==> config.mk <==
export PLATFORM = sky130hd
export DESIGN_NAME = msq_sequencer
export DESIGN_NICKNAME = d
export VERILOG_FILES = /design/src/inc/msq_pkg.sv /design/src/logic/msq_sequencer.sv
export SDC_FILE = /design/constraint.sdc
export NUM_CORES = 2
export LEC_CHECK = 0
export ABC_AREA = 1
export BUFFER_PORTS_ARGS = -buffer_cell sky130_fd_sc_hd__buf_4
export CORE_MARGIN = 2
export CORE_UTILIZATION = 30
export CTS_BUF_LIST = sky130_fd_sc_hd__clkbuf_8 sky130_fd_sc_hd__clkbuf_16
export CTS_CLUSTER_SIZE = 24
export DETAILED_ROUTE_END_ITERATION = 12
export HOLD_SLACK_MARGIN = 0.1
export PLACE_DENSITY = 0.43
export SKIP_LAST_GASP = 1
export SLEW_MARGIN = 20
export SYNTH_ARGS = -nofsm -noshare
export SYNTH_HDL_FRONTEND = slang
export SYNTH_SLANG_ARGS = --single-unit
==> constraint.sdc <==
create_clock -name clk_i -period 25 [get_ports clk_i]
set_input_delay 3.75 -clock clk_i [delete_from_list [all_inputs] [get_ports clk_i]]
set_output_delay 3.75 -clock clk_i [all_outputs]
set_load 0.005 [all_outputs]
==> src/inc/msq_pkg.sv <==
// Package with the register map, reset values, timing constants and types of the sequencer.
package msq_pkg;

  // ****************************************************************
  // Register byte offsets on the Wishbone bus
  // ****************************************************************
  localparam logic [7:0] ADR_CONFIG      = 8'h00;
  localparam logic [7:0] ADR_ONESHOT     = 8'h04;
  localparam logic [7:0] ADR_SAMPLE_CFG  = 8'h08;
  localparam logic [7:0] ADR_ALERT_MASK  = 8'h0C;
  localparam logic [7:0] ADR_HIGH_STATUS = 8'h10;
  localparam logic [7:0] ADR_LOW_STATUS  = 8'h14;
  localparam logic [7:0] ADR_IRQ_STATUS  = 8'h18;
  localparam logic [7:0] ADR_IRQ_MASK    = 8'h1C;
  localparam logic [7:0] ADR_RESULT_BASE = 8'h20;
  localparam logic [7:0] ADR_POWER_BASE  = 8'h30;
  localparam logic [7:0] ADR_LIMIT_BASE  = 8'h40;
  localparam logic [7:0] ADR_STATE       = 8'h50;

  // ****************************************************************
  // Field positions
  // ****************************************************************
  localparam int CFG_RATE_LSB     = 8;
  localparam int CFG_RES_LSB      = 12;
  localparam int HSTAT_CC_BIT     = 7;
  localparam int MAX_MEAS         = 4;
  localparam logic [1:0] RATE_CONTINUOUS = 2'h3;
  localparam logic [2:0] RES_FULL        = 3'h5;

  // ****************************************************************
  // Reset values
  // ****************************************************************
  localparam logic [31:0] CONFIG_RST     = 32'h0000_500F;
  localparam logic [31:0] SAMPLE_CFG_RST = 32'h0505_0505;
  localparam logic [31:0] LIMIT_RST      = 32'h07FF_0800;
  localparam logic [7:0]  ALERT_MASK_RST = 8'h00;
  localparam logic [2:0]  IRQ_MASK_RST   = 3'h0;

  // ****************************************************************
  // Timing
  // ****************************************************************
  localparam int CLK_PERIOD_NS  = 100;
  localparam int SAMPLE_BASE_NS = 2_500_000;
  localparam int RATE_SLOW_NS   = 1_000_000_000;
  localparam int SAMPLE_BASE_CYC = (SAMPLE_BASE_NS + CLK_PERIOD_NS - 1) / CLK_PERIOD_NS;
  localparam int RATE_SLOW_CYC   = RATE_SLOW_NS / CLK_PERIOD_NS;

  // ****************************************************************
  // Types
  // ****************************************************************
  typedef enum logic [1:0] {
    MSQ_IDLE   = 2'b00,
    MSQ_CONV   = 2'b01,
    MSQ_UPDATE = 2'b10
  } msq_state_t;

  typedef enum logic [1:0] {
    MSQ_PH_IDLE   = 2'b00,
    MSQ_PH_SENSE  = 2'b01,
    MSQ_PH_SOURCE = 2'b10,
    MSQ_PH_DONE   = 2'b11
  } msq_phase_t;

  typedef struct packed {
    logic [2:0] unused;
    logic [1:0] avg_code;
    logic [2:0] time_code;
  } msq_meas_cfg_t;

  typedef struct packed {
    logic [3:0]  unused_hi;
    logic [11:0] upper;
    logic [3:0]  unused_lo;
    logic [11:0] lower;
  } msq_limit_t;

endpackage

==> src/logic/msq_sequencer.sv <==
// Measurement cycle sequencer with Wishbone register slave, alert and interrupt logic.
//
// Operation
// - Active: start conversion cycles repeatedly at the programmed rate interval.
// - Standby: only a one-shot request starts a cycle, and registers stay readable with stored data.
// - All measurement enables cleared means the block is in Standby.
// - One-shot request in Standby runs exactly one cycle, then returns to Standby.
// - In Active a disabled measurement is skipped and its result kept.
// - A one-shot cycle updates every measurement regardless of enables.
// - Both channels begin their measurements together at cycle start.
// - Each channel samples sense voltage first, then source voltage, each for its time.
// - Results may average the last two to eight samples.
// - Sample time and averaging are set separately per measurement and channel.
// - Result registers change only at cycle end, never during sampling.
// - Cycle end always refreshes power, high status with complete flag, low status.
// - After a cycle the alert output is active while any limit is exceeded.
// - Upper and lower limits per measurement raise alert unless masked.
// - Slowest rate is one cycle per second, faster choices above it.
// - If sampling time exceeds the rate period, convert continuously instead.
// - Resolution is selectable from six to eleven magnitude bits plus sign.
// - Sense result is signed two's complement, eleven bits plus sign by default.
`timescale 1ns/1ps
module msq_sequencer #(
  parameter int NUM_CH          = 2,
  parameter int SAMPLE_BASE_CYC = msq_pkg::SAMPLE_BASE_CYC,
  parameter int RATE_SLOW_CYC   = msq_pkg::RATE_SLOW_CYC
) (
  input  wire logic                   clk_i,
  input  wire logic                   rst_i,
  input  wire logic                   wb_cyc_i,
  input  wire logic                   wb_stb_i,
  input  wire logic                   wb_we_i,
  input  wire logic [7:0]             wb_adr_i,
  input  wire logic [3:0]             wb_sel_i,
  input  wire logic [31:0]            wb_dat_i,
  output logic      [31:0]            wb_dat_o,
  output logic                        wb_ack_o,
  input  wire logic [NUM_CH*12-1:0]   adc_sense_i,
  input  wire logic [NUM_CH*11-1:0]   adc_source_i,
  input  wire logic                   mgmt_bus_clock_pin_i,
  output logic                        alert_o,
  output logic                        irq_o
);

  localparam int NUM_MEAS = 2 * NUM_CH;

  // ****************************************************************
  // Declarations
  // ****************************************************************
  logic [31:0]                 cfg_reg;
  logic [31:0]                 samp_reg;
  logic [7:0]                  alert_mask;
  logic [2:0]                  irq_mask;
  logic [2:0]                  irq_stat;
  msq_pkg::msq_limit_t         lim       [msq_pkg::MAX_MEAS];
  msq_pkg::msq_meas_cfg_t      meas_cfg  [msq_pkg::MAX_MEAS];
  logic [31:0]                 samp_cyc  [msq_pkg::MAX_MEAS];
  logic signed [11:0]          hist      [msq_pkg::MAX_MEAS][8];
  logic signed [11:0]          avg_val   [msq_pkg::MAX_MEAS];
  logic [11:0]                 upd_val   [msq_pkg::MAX_MEAS];
  logic [11:0]                 result    [msq_pkg::MAX_MEAS];
  logic [15:0]                 power     [2];
  logic [msq_pkg::MAX_MEAS-1:0] take;
  logic [msq_pkg::MAX_MEAS-1:0] fresh;
  logic [msq_pkg::MAX_MEAS-1:0] cyc_en;
  logic [msq_pkg::MAX_MEAS-1:0] hi_cmp;
  logic [msq_pkg::MAX_MEAS-1:0] lo_cmp;
  logic [msq_pkg::MAX_MEAS-1:0] hi_stat;
  logic [msq_pkg::MAX_MEAS-1:0] lo_stat;
  logic [1:0]                  ch_done;
  logic [1:0]                  over;
  msq_pkg::msq_state_t         state;
  logic                        go;
  logic                        oneshot_run;
  logic                        os_pend;
  logic                        cc_flag;
  logic [31:0]                 rate_cnt;
  logic [31:0]                 period_cyc;
  logic [1:0]                  rate_code;
  logic [2:0]                  res_code;
  logic [11:0]                 res_mask;
  logic                        active;
  logic                        cont_mode;
  logic                        start_cycle;
  logic                        bus_req;
  logic                        wr_hit;
  logic                        rd_hit;
  logic [1:0]                  idx;
  logic                        idx_ok;
  logic [31:0]                 rd_mux;
  logic                        mbc_s1;
  logic                        mbc_s2;
  logic                        mbc_s3;
  logic [2:0]                  irq_evt;

  // Byte-lane merge for Wishbone writes.
  function automatic logic [31:0] merge_sel(input logic [31:0] old, input logic [31:0] wdat,
                                            input logic [3:0] sel);
    logic [31:0] res;
    res = old;
    for (int b = 0; b < 4; b++) begin
      if (sel[b]) begin
        res[8*b +: 8] = wdat[8*b +: 8];
      end
    end
    return res;
  endfunction

  // ****************************************************************
  // Wishbone slave
  // ****************************************************************

  // A request is taken once; the ack that follows closes it.
  assign bus_req = wb_cyc_i & wb_stb_i & ~wb_ack_o;
  assign wr_hit  = bus_req & wb_we_i;
  assign rd_hit  = bus_req & ~wb_we_i;
  assign idx     = wb_adr_i[3:2];
  assign idx_ok  = 32'(idx) < NUM_MEAS;

  // Every access, mapped or not, is acked one cycle after it is seen.
  always_ff @(posedge clk_i) begin
    if (rst_i) begin
      wb_ack_o <= 1'b0;
    end else begin
      wb_ack_o <= bus_req;
    end
  end

  // Read data is latched with the ack so it stands while ack is high.
  always_ff @(posedge clk_i) begin
    if (rst_i) begin
      wb_dat_o <= 32'h0000_0000;
    end else if (rd_hit) begin
      wb_dat_o <= rd_mux;
    end
  end

  // Read multiplexer; unmapped offsets read as zero.
  always_comb begin
    rd_mux = 32'h0000_0000;
    case (wb_adr_i)
      msq_pkg::ADR_CONFIG:      rd_mux = cfg_reg;
      msq_pkg::ADR_SAMPLE_CFG:  rd_mux = samp_reg;
      msq_pkg::ADR_ALERT_MASK:  rd_mux = {24'h000000, alert_mask};
      msq_pkg::ADR_HIGH_STATUS: rd_mux = {24'h000000, cc_flag, 3'h0, hi_stat};
      msq_pkg::ADR_LOW_STATUS:  rd_mux = {28'h0000000, lo_stat};
      msq_pkg::ADR_IRQ_STATUS:  rd_mux = {29'h00000000, irq_stat};
      msq_pkg::ADR_IRQ_MASK:    rd_mux = {29'h00000000, irq_mask};
      msq_pkg::ADR_STATE:       rd_mux = {28'h0000000, os_pend, cont_mode, state};
      default: begin
        if (idx_ok && wb_adr_i[7:4] == msq_pkg::ADR_RESULT_BASE[7:4]) begin
          rd_mux = {20'h00000, result[idx]};
        end else if (idx_ok && wb_adr_i[7:4] == msq_pkg::ADR_LIMIT_BASE[7:4]) begin
          rd_mux = lim[idx];
        end else if (32'(idx) < NUM_CH && wb_adr_i[7:4] == msq_pkg::ADR_POWER_BASE[7:4]) begin
          rd_mux = {16'h0000, power[idx[0]]};
        end
      end
    endcase
  end

  // Configuration registers written by software.
  always_ff @(posedge clk_i) begin
    if (rst_i) begin
      cfg_reg    <= msq_pkg::CONFIG_RST;
      samp_reg   <= msq_pkg::SAMPLE_CFG_RST;
      alert_mask <= msq_pkg::ALERT_MASK_RST;
      irq_mask   <= msq_pkg::IRQ_MASK_RST;
    end else if (wr_hit) begin
      case (wb_adr_i)
        msq_pkg::ADR_CONFIG:     cfg_reg    <= merge_sel(cfg_reg, wb_dat_i, wb_sel_i);
        msq_pkg::ADR_SAMPLE_CFG: samp_reg   <= merge_sel(samp_reg, wb_dat_i, wb_sel_i);
        msq_pkg::ADR_ALERT_MASK: begin
          if (wb_sel_i[0]) begin
            alert_mask <= wb_dat_i[7:0];
          end
        end
        msq_pkg::ADR_IRQ_MASK: begin
          if (wb_sel_i[0]) begin
            irq_mask <= wb_dat_i[2:0];
          end
        end
        default: begin
        end
      endcase
    end
  end

  // Limit registers, one word per measurement.
  always_ff @(posedge clk_i) begin
    if (rst_i) begin
      for (int m = 0; m < msq_pkg::MAX_MEAS; m++) begin
        lim[m] <= msq_pkg::LIMIT_RST;
      end
    end else if (wr_hit && idx_ok && wb_adr_i[7:4] == msq_pkg::ADR_LIMIT_BASE[7:4]) begin
      lim[idx] <= merge_sel(lim[idx], wb_dat_i, wb_sel_i);
    end
  end

  // ****************************************************************
  // Rate and mode decisions
  // ****************************************************************

  // Enables beyond the fitted channels are ignored.
  assign active    = |cfg_reg[NUM_MEAS-1:0];
  assign rate_code = cfg_reg[msq_pkg::CFG_RATE_LSB +: 2];
  assign res_code  = cfg_reg[msq_pkg::CFG_RES_LSB +: 3];

  // Code 0 is one cycle per second; codes 1 and 2 each double the rate, code 3 is continuous.
  assign period_cyc = 32'(RATE_SLOW_CYC) >> rate_code;
  assign cont_mode  = (rate_code == msq_pkg::RATE_CONTINUOUS) | (|over);

  // Cycles may start only from idle, so a slow rate never truncates a cycle.
  assign start_cycle = (state == msq_pkg::MSQ_IDLE) &
                       ((active & (cont_mode | (rate_cnt >= period_cyc - 32'h1))) |
                        (~active & os_pend));

  // Interval counter runs start to start; it saturates so a fresh Active start is immediate.
  always_ff @(posedge clk_i) begin
    if (rst_i) begin
      rate_cnt <= 32'hFFFF_FFFF;
    end else if (!active) begin
      rate_cnt <= 32'hFFFF_FFFF;
    end else if (start_cycle) begin
      rate_cnt <= 32'h0000_0000;
    end else if (rate_cnt != 32'hFFFF_FFFF) begin
      rate_cnt <= rate_cnt + 32'h1;
    end
  end

  // One-shot request is only accepted in Standby; a new request wins over its consumption.
  always_ff @(posedge clk_i) begin
    if (rst_i) begin
      os_pend <= 1'b0;
    end else begin
      os_pend <= (wr_hit & (wb_adr_i == msq_pkg::ADR_ONESHOT) & wb_sel_i[0] & wb_dat_i[0] &
                  ~active) | (os_pend & ~start_cycle & ~active);
    end
  end

  // ****************************************************************
  // Cycle state machine
  // ****************************************************************

  // Enables are frozen at start so software changes mid-cycle do not tear a cycle.
  always_ff @(posedge clk_i) begin
    if (rst_i) begin
      state       <= msq_pkg::MSQ_IDLE;
      go          <= 1'b0;
      oneshot_run <= 1'b0;
      cyc_en      <= '0;
    end else begin
      go <= start_cycle;
      unique case (state)
        msq_pkg::MSQ_IDLE: begin
          if (start_cycle) begin
            state       <= msq_pkg::MSQ_CONV;
            oneshot_run <= ~active;
            cyc_en      <= active ? cfg_reg[msq_pkg::MAX_MEAS-1:0] : '1;
          end
        end
        msq_pkg::MSQ_CONV: begin
          if (!go && (&ch_done)) begin
            state <= msq_pkg::MSQ_UPDATE;
          end
        end
        msq_pkg::MSQ_UPDATE: begin
          state <= msq_pkg::MSQ_IDLE;
        end
        default: begin
          state <= msq_pkg::MSQ_IDLE;
        end
      endcase
    end
  end

  // ****************************************************************
  // Per-channel sampling sequence
  // ****************************************************************
  genvar gc;
  genvar gm;
  for (gc = 0; gc < 2; gc++) begin : g_ch
    if (gc < NUM_CH) begin : g_on
      msq_pkg::msq_phase_t ph;
      logic [31:0]         cnt;

      // Sense first, then source; a disabled measurement is skipped entirely.
      always_ff @(posedge clk_i) begin
        if (rst_i) begin
          ph  <= msq_pkg::MSQ_PH_IDLE;
          cnt <= 32'h0000_0000;
        end else begin
          unique case (ph)
            msq_pkg::MSQ_PH_IDLE: begin
              if (go) begin
                if (cyc_en[2*gc]) begin
                  ph  <= msq_pkg::MSQ_PH_SENSE;
                  cnt <= samp_cyc[2*gc] - 32'h1;
                end else if (cyc_en[2*gc+1]) begin
                  ph  <= msq_pkg::MSQ_PH_SOURCE;
                  cnt <= samp_cyc[2*gc+1] - 32'h1;
                end else begin
                  ph <= msq_pkg::MSQ_PH_DONE;
                end
              end
            end
            msq_pkg::MSQ_PH_SENSE: begin
              if (cnt == 32'h0000_0000) begin
                if (cyc_en[2*gc+1]) begin
                  ph  <= msq_pkg::MSQ_PH_SOURCE;
                  cnt <= samp_cyc[2*gc+1] - 32'h1;
                end else begin
                  ph <= msq_pkg::MSQ_PH_DONE;
                end
              end else begin
                cnt <= cnt - 32'h1;
              end
            end
            msq_pkg::MSQ_PH_SOURCE: begin
              if (cnt == 32'h0000_0000) begin
                ph <= msq_pkg::MSQ_PH_DONE;
              end else begin
                cnt <= cnt - 32'h1;
              end
            end
            msq_pkg::MSQ_PH_DONE: begin
              if (state == msq_pkg::MSQ_UPDATE) begin
                ph <= msq_pkg::MSQ_PH_IDLE;
              end
            end
          endcase
        end
      end

      assign take[2*gc]   = (ph == msq_pkg::MSQ_PH_SENSE) & (cnt == 32'h0000_0000);
      assign take[2*gc+1] = (ph == msq_pkg::MSQ_PH_SOURCE) & (cnt == 32'h0000_0000);
      assign ch_done[gc]  = (ph == msq_pkg::MSQ_PH_DONE);
      // Summed sampling time longer than the rate period forces back-to-back cycles.
      assign over[gc] = ({1'b0, samp_cyc[2*gc]} + {1'b0, samp_cyc[2*gc+1]}) >
                        {1'b0, period_cyc};
    end else begin : g_off
      assign take[2*gc]   = 1'b0;
      assign take[2*gc+1] = 1'b0;
      assign ch_done[gc]  = 1'b1;
      assign over[gc]     = 1'b0;
    end
  end

  // ****************************************************************
  // Sample history, averaging and results
  // ****************************************************************

  // Resolution code 0..5 keeps 6..11 magnitude bits; lower bits are cleared.
  assign res_mask = (res_code >= msq_pkg::RES_FULL) ? 12'hFFF :
                    12'hFFF << (msq_pkg::RES_FULL - res_code);

  for (gm = 0; gm < msq_pkg::MAX_MEAS; gm++) begin : g_meas
    assign meas_cfg[gm] = samp_reg[8*gm +: 8];
    assign samp_cyc[gm] = 32'(SAMPLE_BASE_CYC) << meas_cfg[gm].time_code;
    if (gm < NUM_MEAS) begin : g_on
      logic signed [11:0] sample;
      logic signed [14:0] sum;

      // Sense is signed two's complement; source is unsigned and zero-extended.
      if (gm % 2 == 0) begin : g_sense
        assign sample = adc_sense_i[(gm/2)*12 +: 12];
      end else begin : g_source
        assign sample = {1'b0, adc_source_i[(gm/2)*11 +: 11]};
      end

      // History starts at zero, so early averages are diluted until it fills.
      always_ff @(posedge clk_i) begin
        if (rst_i) begin
          for (int i = 0; i < 8; i++) begin
            hist[gm][i] <= 12'h000;
          end
        end else if (take[gm]) begin
          hist[gm][0] <= sample;
          for (int i = 1; i < 8; i++) begin
            hist[gm][i] <= hist[gm][i-1];
          end
        end
      end

      // Average of the newest 1, 2, 4 or 8 samples.
      always_comb begin
        sum = 15'h0000;
        for (int i = 0; i < 8; i++) begin
          if (i < (1 << meas_cfg[gm].avg_code)) begin
            sum = sum + 15'(hist[gm][i]);
          end
        end
        avg_val[gm] = 12'(sum >>> meas_cfg[gm].avg_code);
      end

      // A fresh sample waits here until the cycle ends.
      always_ff @(posedge clk_i) begin
        if (rst_i) begin
          fresh[gm]  <= 1'b0;
          result[gm] <= 12'h000;
        end else if (take[gm]) begin
          fresh[gm] <= 1'b1;
        end else if (state == msq_pkg::MSQ_UPDATE) begin
          fresh[gm]  <= 1'b0;
          result[gm] <= upd_val[gm];
        end
      end

      assign upd_val[gm] = fresh[gm] ? (avg_val[gm] & res_mask) : result[gm];
      assign hi_cmp[gm]  = $signed(upd_val[gm]) > $signed(lim[gm].upper);
      assign lo_cmp[gm]  = $signed(upd_val[gm]) < $signed(lim[gm].lower);
    end else begin : g_off
      assign fresh[gm]   = 1'b0;
      assign result[gm]  = 12'h000;
      assign avg_val[gm] = 12'h000;
      assign upd_val[gm] = 12'h000;
      assign hi_cmp[gm]  = 1'b0;
      assign lo_cmp[gm]  = 1'b0;
      for (gc = 0; gc < 8; gc++) begin : g_hz
        assign hist[gm][gc] = 12'h000;
      end
    end
  end

  // ****************************************************************
  // End-of-cycle status, power, alert and interrupt
  // ****************************************************************

  // Power ratio is magnitude of sense times source, top sixteen bits kept.
  always_ff @(posedge clk_i) begin
    if (rst_i) begin
      power[0] <= 16'h0000;
      power[1] <= 16'h0000;
      hi_stat  <= '0;
      lo_stat  <= '0;
    end else if (state == msq_pkg::MSQ_UPDATE) begin
      for (int c = 0; c < 2; c++) begin
        power[c] <= 16'((23'(upd_val[2*c][11] ? 12'(-upd_val[2*c]) : upd_val[2*c]) *
                         23'(upd_val[2*c+1][10:0])) >> 7);
      end
      hi_stat <= hi_cmp;
      lo_stat <= lo_cmp;
    end
  end

  // Complete flag: set on each update, cleared by reading high status; set wins.
  always_ff @(posedge clk_i) begin
    if (rst_i) begin
      cc_flag <= 1'b0;
    end else begin
      cc_flag <= (state == msq_pkg::MSQ_UPDATE) |
                 (cc_flag & ~(rd_hit & (wb_adr_i == msq_pkg::ADR_HIGH_STATUS)));
    end
  end

  // Management clock pin is synchronised before its rising edges are counted as bus activity.
  // The stages reset to the pulled-up idle level, so release of reset shows no false edge.
  always_ff @(posedge clk_i) begin
    if (rst_i) begin
      mbc_s1 <= 1'b1;
      mbc_s2 <= 1'b1;
      mbc_s3 <= 1'b1;
    end else begin
      mbc_s1 <= mgmt_bus_clock_pin_i;
      mbc_s2 <= mbc_s1;
      mbc_s3 <= mbc_s2;
    end
  end

  assign irq_evt[0] = (state == msq_pkg::MSQ_UPDATE);
  assign irq_evt[1] = (state == msq_pkg::MSQ_UPDATE) & (|({lo_cmp, hi_cmp} & ~alert_mask));
  assign irq_evt[2] = mbc_s2 & ~mbc_s3;

  // Sticky interrupt status; a read clears it, but an event in that cycle survives.
  always_ff @(posedge clk_i) begin
    if (rst_i) begin
      irq_stat <= 3'h0;
    end else begin
      irq_stat <= irq_evt |
                  (irq_stat & ~{3{rd_hit & (wb_adr_i == msq_pkg::ADR_IRQ_STATUS)}});
    end
  end

  // Alert follows the limit status latched at cycle end, gated by its mask.
  always_ff @(posedge clk_i) begin
    if (rst_i) begin
      alert_o <= 1'b0;
      irq_o   <= 1'b0;
    end else begin
      alert_o <= |({lo_stat, hi_stat} & ~alert_mask);
      irq_o   <= |(irq_stat & irq_mask);
    end
  end

endmodule

### Word level (Yosys, flattened, before mapping)

Memory sizes are Yosys's and may differ from the RTL's.
Index checks and enable logic that the tools add are counted.

* register bits after elaboration: 237
* word-level logic and storage cells: 460
* output and inout bits: 35
* bits of input ports: 96
* memory bits (writable): 592
* ROM bits: 0
* bits in latches: 0
* memories: 4

* bitwise gates (word level): 82
* reduce and logical (&&, ||, !) cells: 41
* muxes and demuxes: 164
* $mul: 2
* shift-type cells: 14
* $add $sub $neg: 41
* equal/unequal tests: 33
* order comparisons: 45
* divide/modulo/power cells: 0

Memories
* hist: depth 4, bits a word 96, read ports 4, clocked after Yosys merged registers in 0, wr ports 4, line msq_sequencer.sv:58 `logic signed [11:0] hist [msq_pkg::MAX_MEAS][8];`
* lim: depth 4, bits a word 32, read ports 5, clocked after Yosys merged registers in 0, wr ports 4, line msq_sequencer.sv:55 `msq_pkg::msq_limit_t lim [msq_pkg::MAX_MEAS];`
* result: depth 4, bits a word 12, read ports 5, clocked after Yosys merged registers in 0, wr ports 4, line msq_sequencer.sv:61 `logic [11:0] result [msq_pkg::MAX_MEAS];`
* power: depth 2, bits a word 16, read ports 1, clocked after Yosys merged registers in 0, wr ports 2, line msq_sequencer.sv:62 `logic [15:0] power [2];`

Operators with widths (number)
* 2-to-1 mux 12 bit: 43
* less-than comparator 4 x 32 -> 1 bit (first input constant): 16
* 2-to-1 mux 15 bit: 32
* 2-to-1 mux 32 bit: 15
* adder 15 x 12 -> 15 bit: 28
* less-than comparator 3 x 32 -> 1 bit (first input constant): 8
* case mux 32 bit (8 select lines): 1
* subtractor 32 x 1 -> 32 bit (second input constant): 7
* case mux 32 bit (3 select lines): 2
* less-than comparator 1 x 32 -> 1 bit (first input constant): 4
* less-than comparator 2 x 32 -> 1 bit (first input constant): 4
* << shifter 1 x 2 -> 32 bit (first input constant): 4
* << shifter 15 x 3 -> 32 bit (first input constant): 4
* 2-to-1 mux 8 bit: 12
* adder 32 x 32 -> 33 bit: 2
* > comparator 33 x 32 -> 1 bit: 2
* logical NOT 32 bit: 2
* >>> shifter 15 x 2 -> 12 bit: 4
* AND 12 bit: 4
* > comparator 12 bit: 4
* less-than comparator 12 bit: 4
* 2-to-1 mux 16 bit: 3
* multiplier 12 x 11 -> 23 bit: 2
* bitwise OR 1 bit: 43
* other kinds (45): 172

### Logic depth before layout (Yosys ltp)

* word-level depth: 25
* depth in mapped cells: 93
* depth with buffers taken out: 89

### Worst setup path before layout

Ideal clock, no wire load.

* kind: register to register
* from: memory hist[0][84] (netlist name)
* to: memory power[0][10] (data pin)
* library setup time: 0.270 ns
* clock period less this slack: 13.082 ns
* required time: 24.730 ns
* buffers on the path: 2
* path slack: 11.918 ns
* arrival time: 12.812 ns
* cell stages (with the launch flop): 79
* cells stage by stage: edfxtp_1 -> clkbuf_1 -> ha_1 -> inv_1 -> fa_1 -> o21ai_1 -> inv_1 -> fa_1 -> inv_1 -> o21ai_0 -> fa_1 -> inv_1 -> nor2_1 -> o21ai_0 -> nand2_1 -> inv_1 -> ha_1 -> a21oi_1 -> [43 not listed] -> nor2_1 -> fa_1 -> inv_1 -> fa_1 -> inv_1 -> fa_1 -> fa_1 -> inv_1 -> fa_1 -> inv_1 -> ha_1 -> a21oi_1 -> o21ai_0 -> a21oi_1 -> nand2_1 -> a21oi_1 -> or2_1 -> a21oi_1

RTL lines (line)
* start: declaration: msq_sequencer.sv:58
* end: declaration: msq_sequencer.sv:62

==> qor.txt <==
fin crit period: 15.78 ns
Mapped Cells: 9,599
pre-CTS setup slack: 9.34 ns
pin count of the biggest net entering global routing: 76
post-CTS sizing: 0
Slew headroom: 0.173
R2R setup slack: 9.22 ns
Max Cap Violations: 0
drt initial violations: 4,269
post-synth cell types: 86
Vias/cell: 4.93
Max Fclk: 63.4 MHz
global placer's final weighted congestion: 0.892
clk_skew: 0.0559 ns
total power: 0.00509 W
biggest regs: hist (368), lim (128), g_ch.g_on.cnt (64)
final global-route overflow total: 0
commonest register cell after synthesis: edfxtp_1
Reg area: 22,000 um2
Worst Tran Pin Value: 1.23 ns
io pins: 131
final setup fails: 0
Max Transition Viols Final: 0
layout cells sized above 1: 0.0692
drt wl/cell: 19.9 um
Hold Crit Depth: 1
Pre-Repair DR Iteration Count: 8
# H-tree levels: 3
Synth Cell Area: 71,900 um2
Crit path required time: 25.48 ns
Worst Hold Class: register to register
pwr dens: 63.5 nW/um2
CP most frequent cell: nand2_1
Post-route DRC: 0
FF-to-FF path depth: 79
Worst-Skew Late Latency: 0.80 ns
initial antenna violation count: 8
Port Buf Inserts: 130
flops & latches, synth: 813
DRT Wirelength: 256 mm
clock buffer depth: 3
clock-pin slew on the worst setup and hold paths: 0.06 ns
Placed Area: 76,400 um2
setup TNS: 0 ns
Critical Path AT: 16.26 ns
die width: 493 um
Top reg by flops: hist
CP max FO: 51
CTS hold repair buffers: 0
fillcell total: 25,367
Clock Sinks: 813
vias in the first global route: 63,164
Synth-to-Final Area Change: 11.6%
CTS tree: done
WS Path Type: register to register
CP Capture Type: register
first-pass GRT wire length: 391 mm
slowest library cell on the worst path: xor2_1
Synth Area per Inst: 7.49 um2
die span in y: 493 um
CTS buffer count: 111
startpoint types: register
final period utilization: 0.631
Setup Fix Bufs, Post-CTS: 0
Initial Utilization: 0.302
area share of the largest cell type after synthesis: 0.241
Final WS setup: 9.22 ns
slowest stage delay, CP: 0.63 ns
Fin Hold WS: 0.408 ns
register area share after synthesis: 0.307
status: finished, final reports clean
EDFF count, synth: 576
Yosys Warn Count: 0
HPWL Detailed: 198 mm
DR vias: 63,591
post-route ant nets: 0
core area: 238,000 um2
Worst VDD drop: 0.0636 mV
Largest register FFs: 368
Final Hold Fails: 0
synth top area cells: edfxtp_1 (24%), ha_1 (12%), inv_1 (8.8%), nand2_1 (8.0%), nor2_1 (6.8%)
GRT Overall Usage: 0.207
leakage: 37.8 nW
setup repair after global routing missed its margin: no
Final nets: 10,640
cell area after layout: 80,200 um2
DIE AREA: 243,000 um2
multi-input logic area: 42,200 um2
post-synthesis async set-or-reset flop share: 0
Synth area leader: edfxtp_1
CTS root buf: clkbuf_16
Rows: 179
power breakdown:
part	switching, W	total, W	internal [W]
registers	0.000113	0.00166	0.00154
clock network	0.000699	0.00169	0.000988
logic	0.00116	0.00175	0.000585
total	0.00198	0.00509	0.00312
through the flow:
stage | instances | util
finish | 12887 | 0.337
floorplan | 9606 | -
global route | 12882 | 0.337
global placement | 12674 | 0.321
CTS | 12881 | 0.337
detailed placement | 12674 | 0.321
area by class of cell:
type                       instances  share of cell area
multi-input combinational       6730               0.527
sequential                       813               0.275
inverter                        1760              0.0825
tap                             3167              0.0494
clock buffer                     116              0.0355
timing repair buffer             204              0.0191
clock inverter                    91              0.0116
antenna                            6            0.000187
worst max-delay path, delay by kind of cell, from the launching register on:
family          cells  cell delay (ns)
flops               1             0.31
xor+xnor            3             0.95
compound gates     19             3.60
fa+ha+maj          13             5.17
buf+inv            15             1.61
simple gates       29             3.85
per-layer routing:
layer	routed length, um	global-route usage	share of wire	vias up
li1	-	-	-	31511
met4	6290	0.0493	0.025	4
met1	120000	0.284	0.47	30545
met2	118000	0.344	0.46	1283
met3	11600	0.0274	0.045	248
met5	27	0	0.00011	-
kinds of logic after synthesis:
family,synth area share
AOI/OAI and AO/OA,0.158
xor gates and xnor gates,0.0391
adders and majority gates,0.182
buffers and inverters,0.109
DFF,0.307
muxes,0.000557
other,0.0000522
and+or+nand+nor,0.204
Yosys cell counts (9+ instances only):
master and n:
buf_1 14, inv_2 54, o21ai_2 23, o2111ai_1 24, nor2_1 1298, nor2_2 9, or2_1 18, nand2_2 39
o31ai_1 25, inv_1 1688, xnor2_1 83, and2_1 11, a31oi_1 70, a221oi_1 34, a211oi_1 42, edfxtp_1 576
o21ai_0 497, fa_1 207, a21oi_1 834, nand2_1 1533, nand3b_1 11, nand3_1 289, nor3_1 92, or2_2 79
buf_2 28, xor2_1 215, clkbuf_1 257, nor4_1 33, o21bai_1 68, o221ai_1 41, clkinv_1 17, nand4_1 56
o211ai_1 60, o22ai_1 53, dfxtp_1 237, ha_1 717, a21o_1 24, o21ai_1 72, o21a_1 18, a21oi_2 9
a22oi_1 21
path summary, 6_finish.rpt:
| path | to | from |
|---|---|---|
| setup / recovery | power[0][11] | samp_reg[4] |
| hold / removal | mbc_s2 | mbc_s1 |
| setup reg to reg | power[0][11] | samp_reg[4] |
| hold reg to reg | mbc_s2 | mbc_s1 |
layout by cell type, fill, tap and decap left out, types with 33 or more instances in the layout:
master and instances:
nand2_1 1529, edfxtp_1 576, ha_1 717, nor3_1 91, dfxtp_1 233, o21ai_1 70, o21ai_0 492, xor2_1 215
o22ai_1 53, a211oi_1 42, inv_1 1709, clkinv_1 34, inv_2 53, buf_4 204, nand4_1 56, nor2_1 1289
clkbuf_16 111, o211ai_1 60, a21oi_1 834, or2_2 79, nand2_2 39, nand3_1 287, o21bai_1 68, a31oi_1 70
a221oi_1 34, o221ai_1 41, xnor2_1 83, nor4_1 33, fa_1 207
No activity file was read; power rests on OpenSTA's default activity.
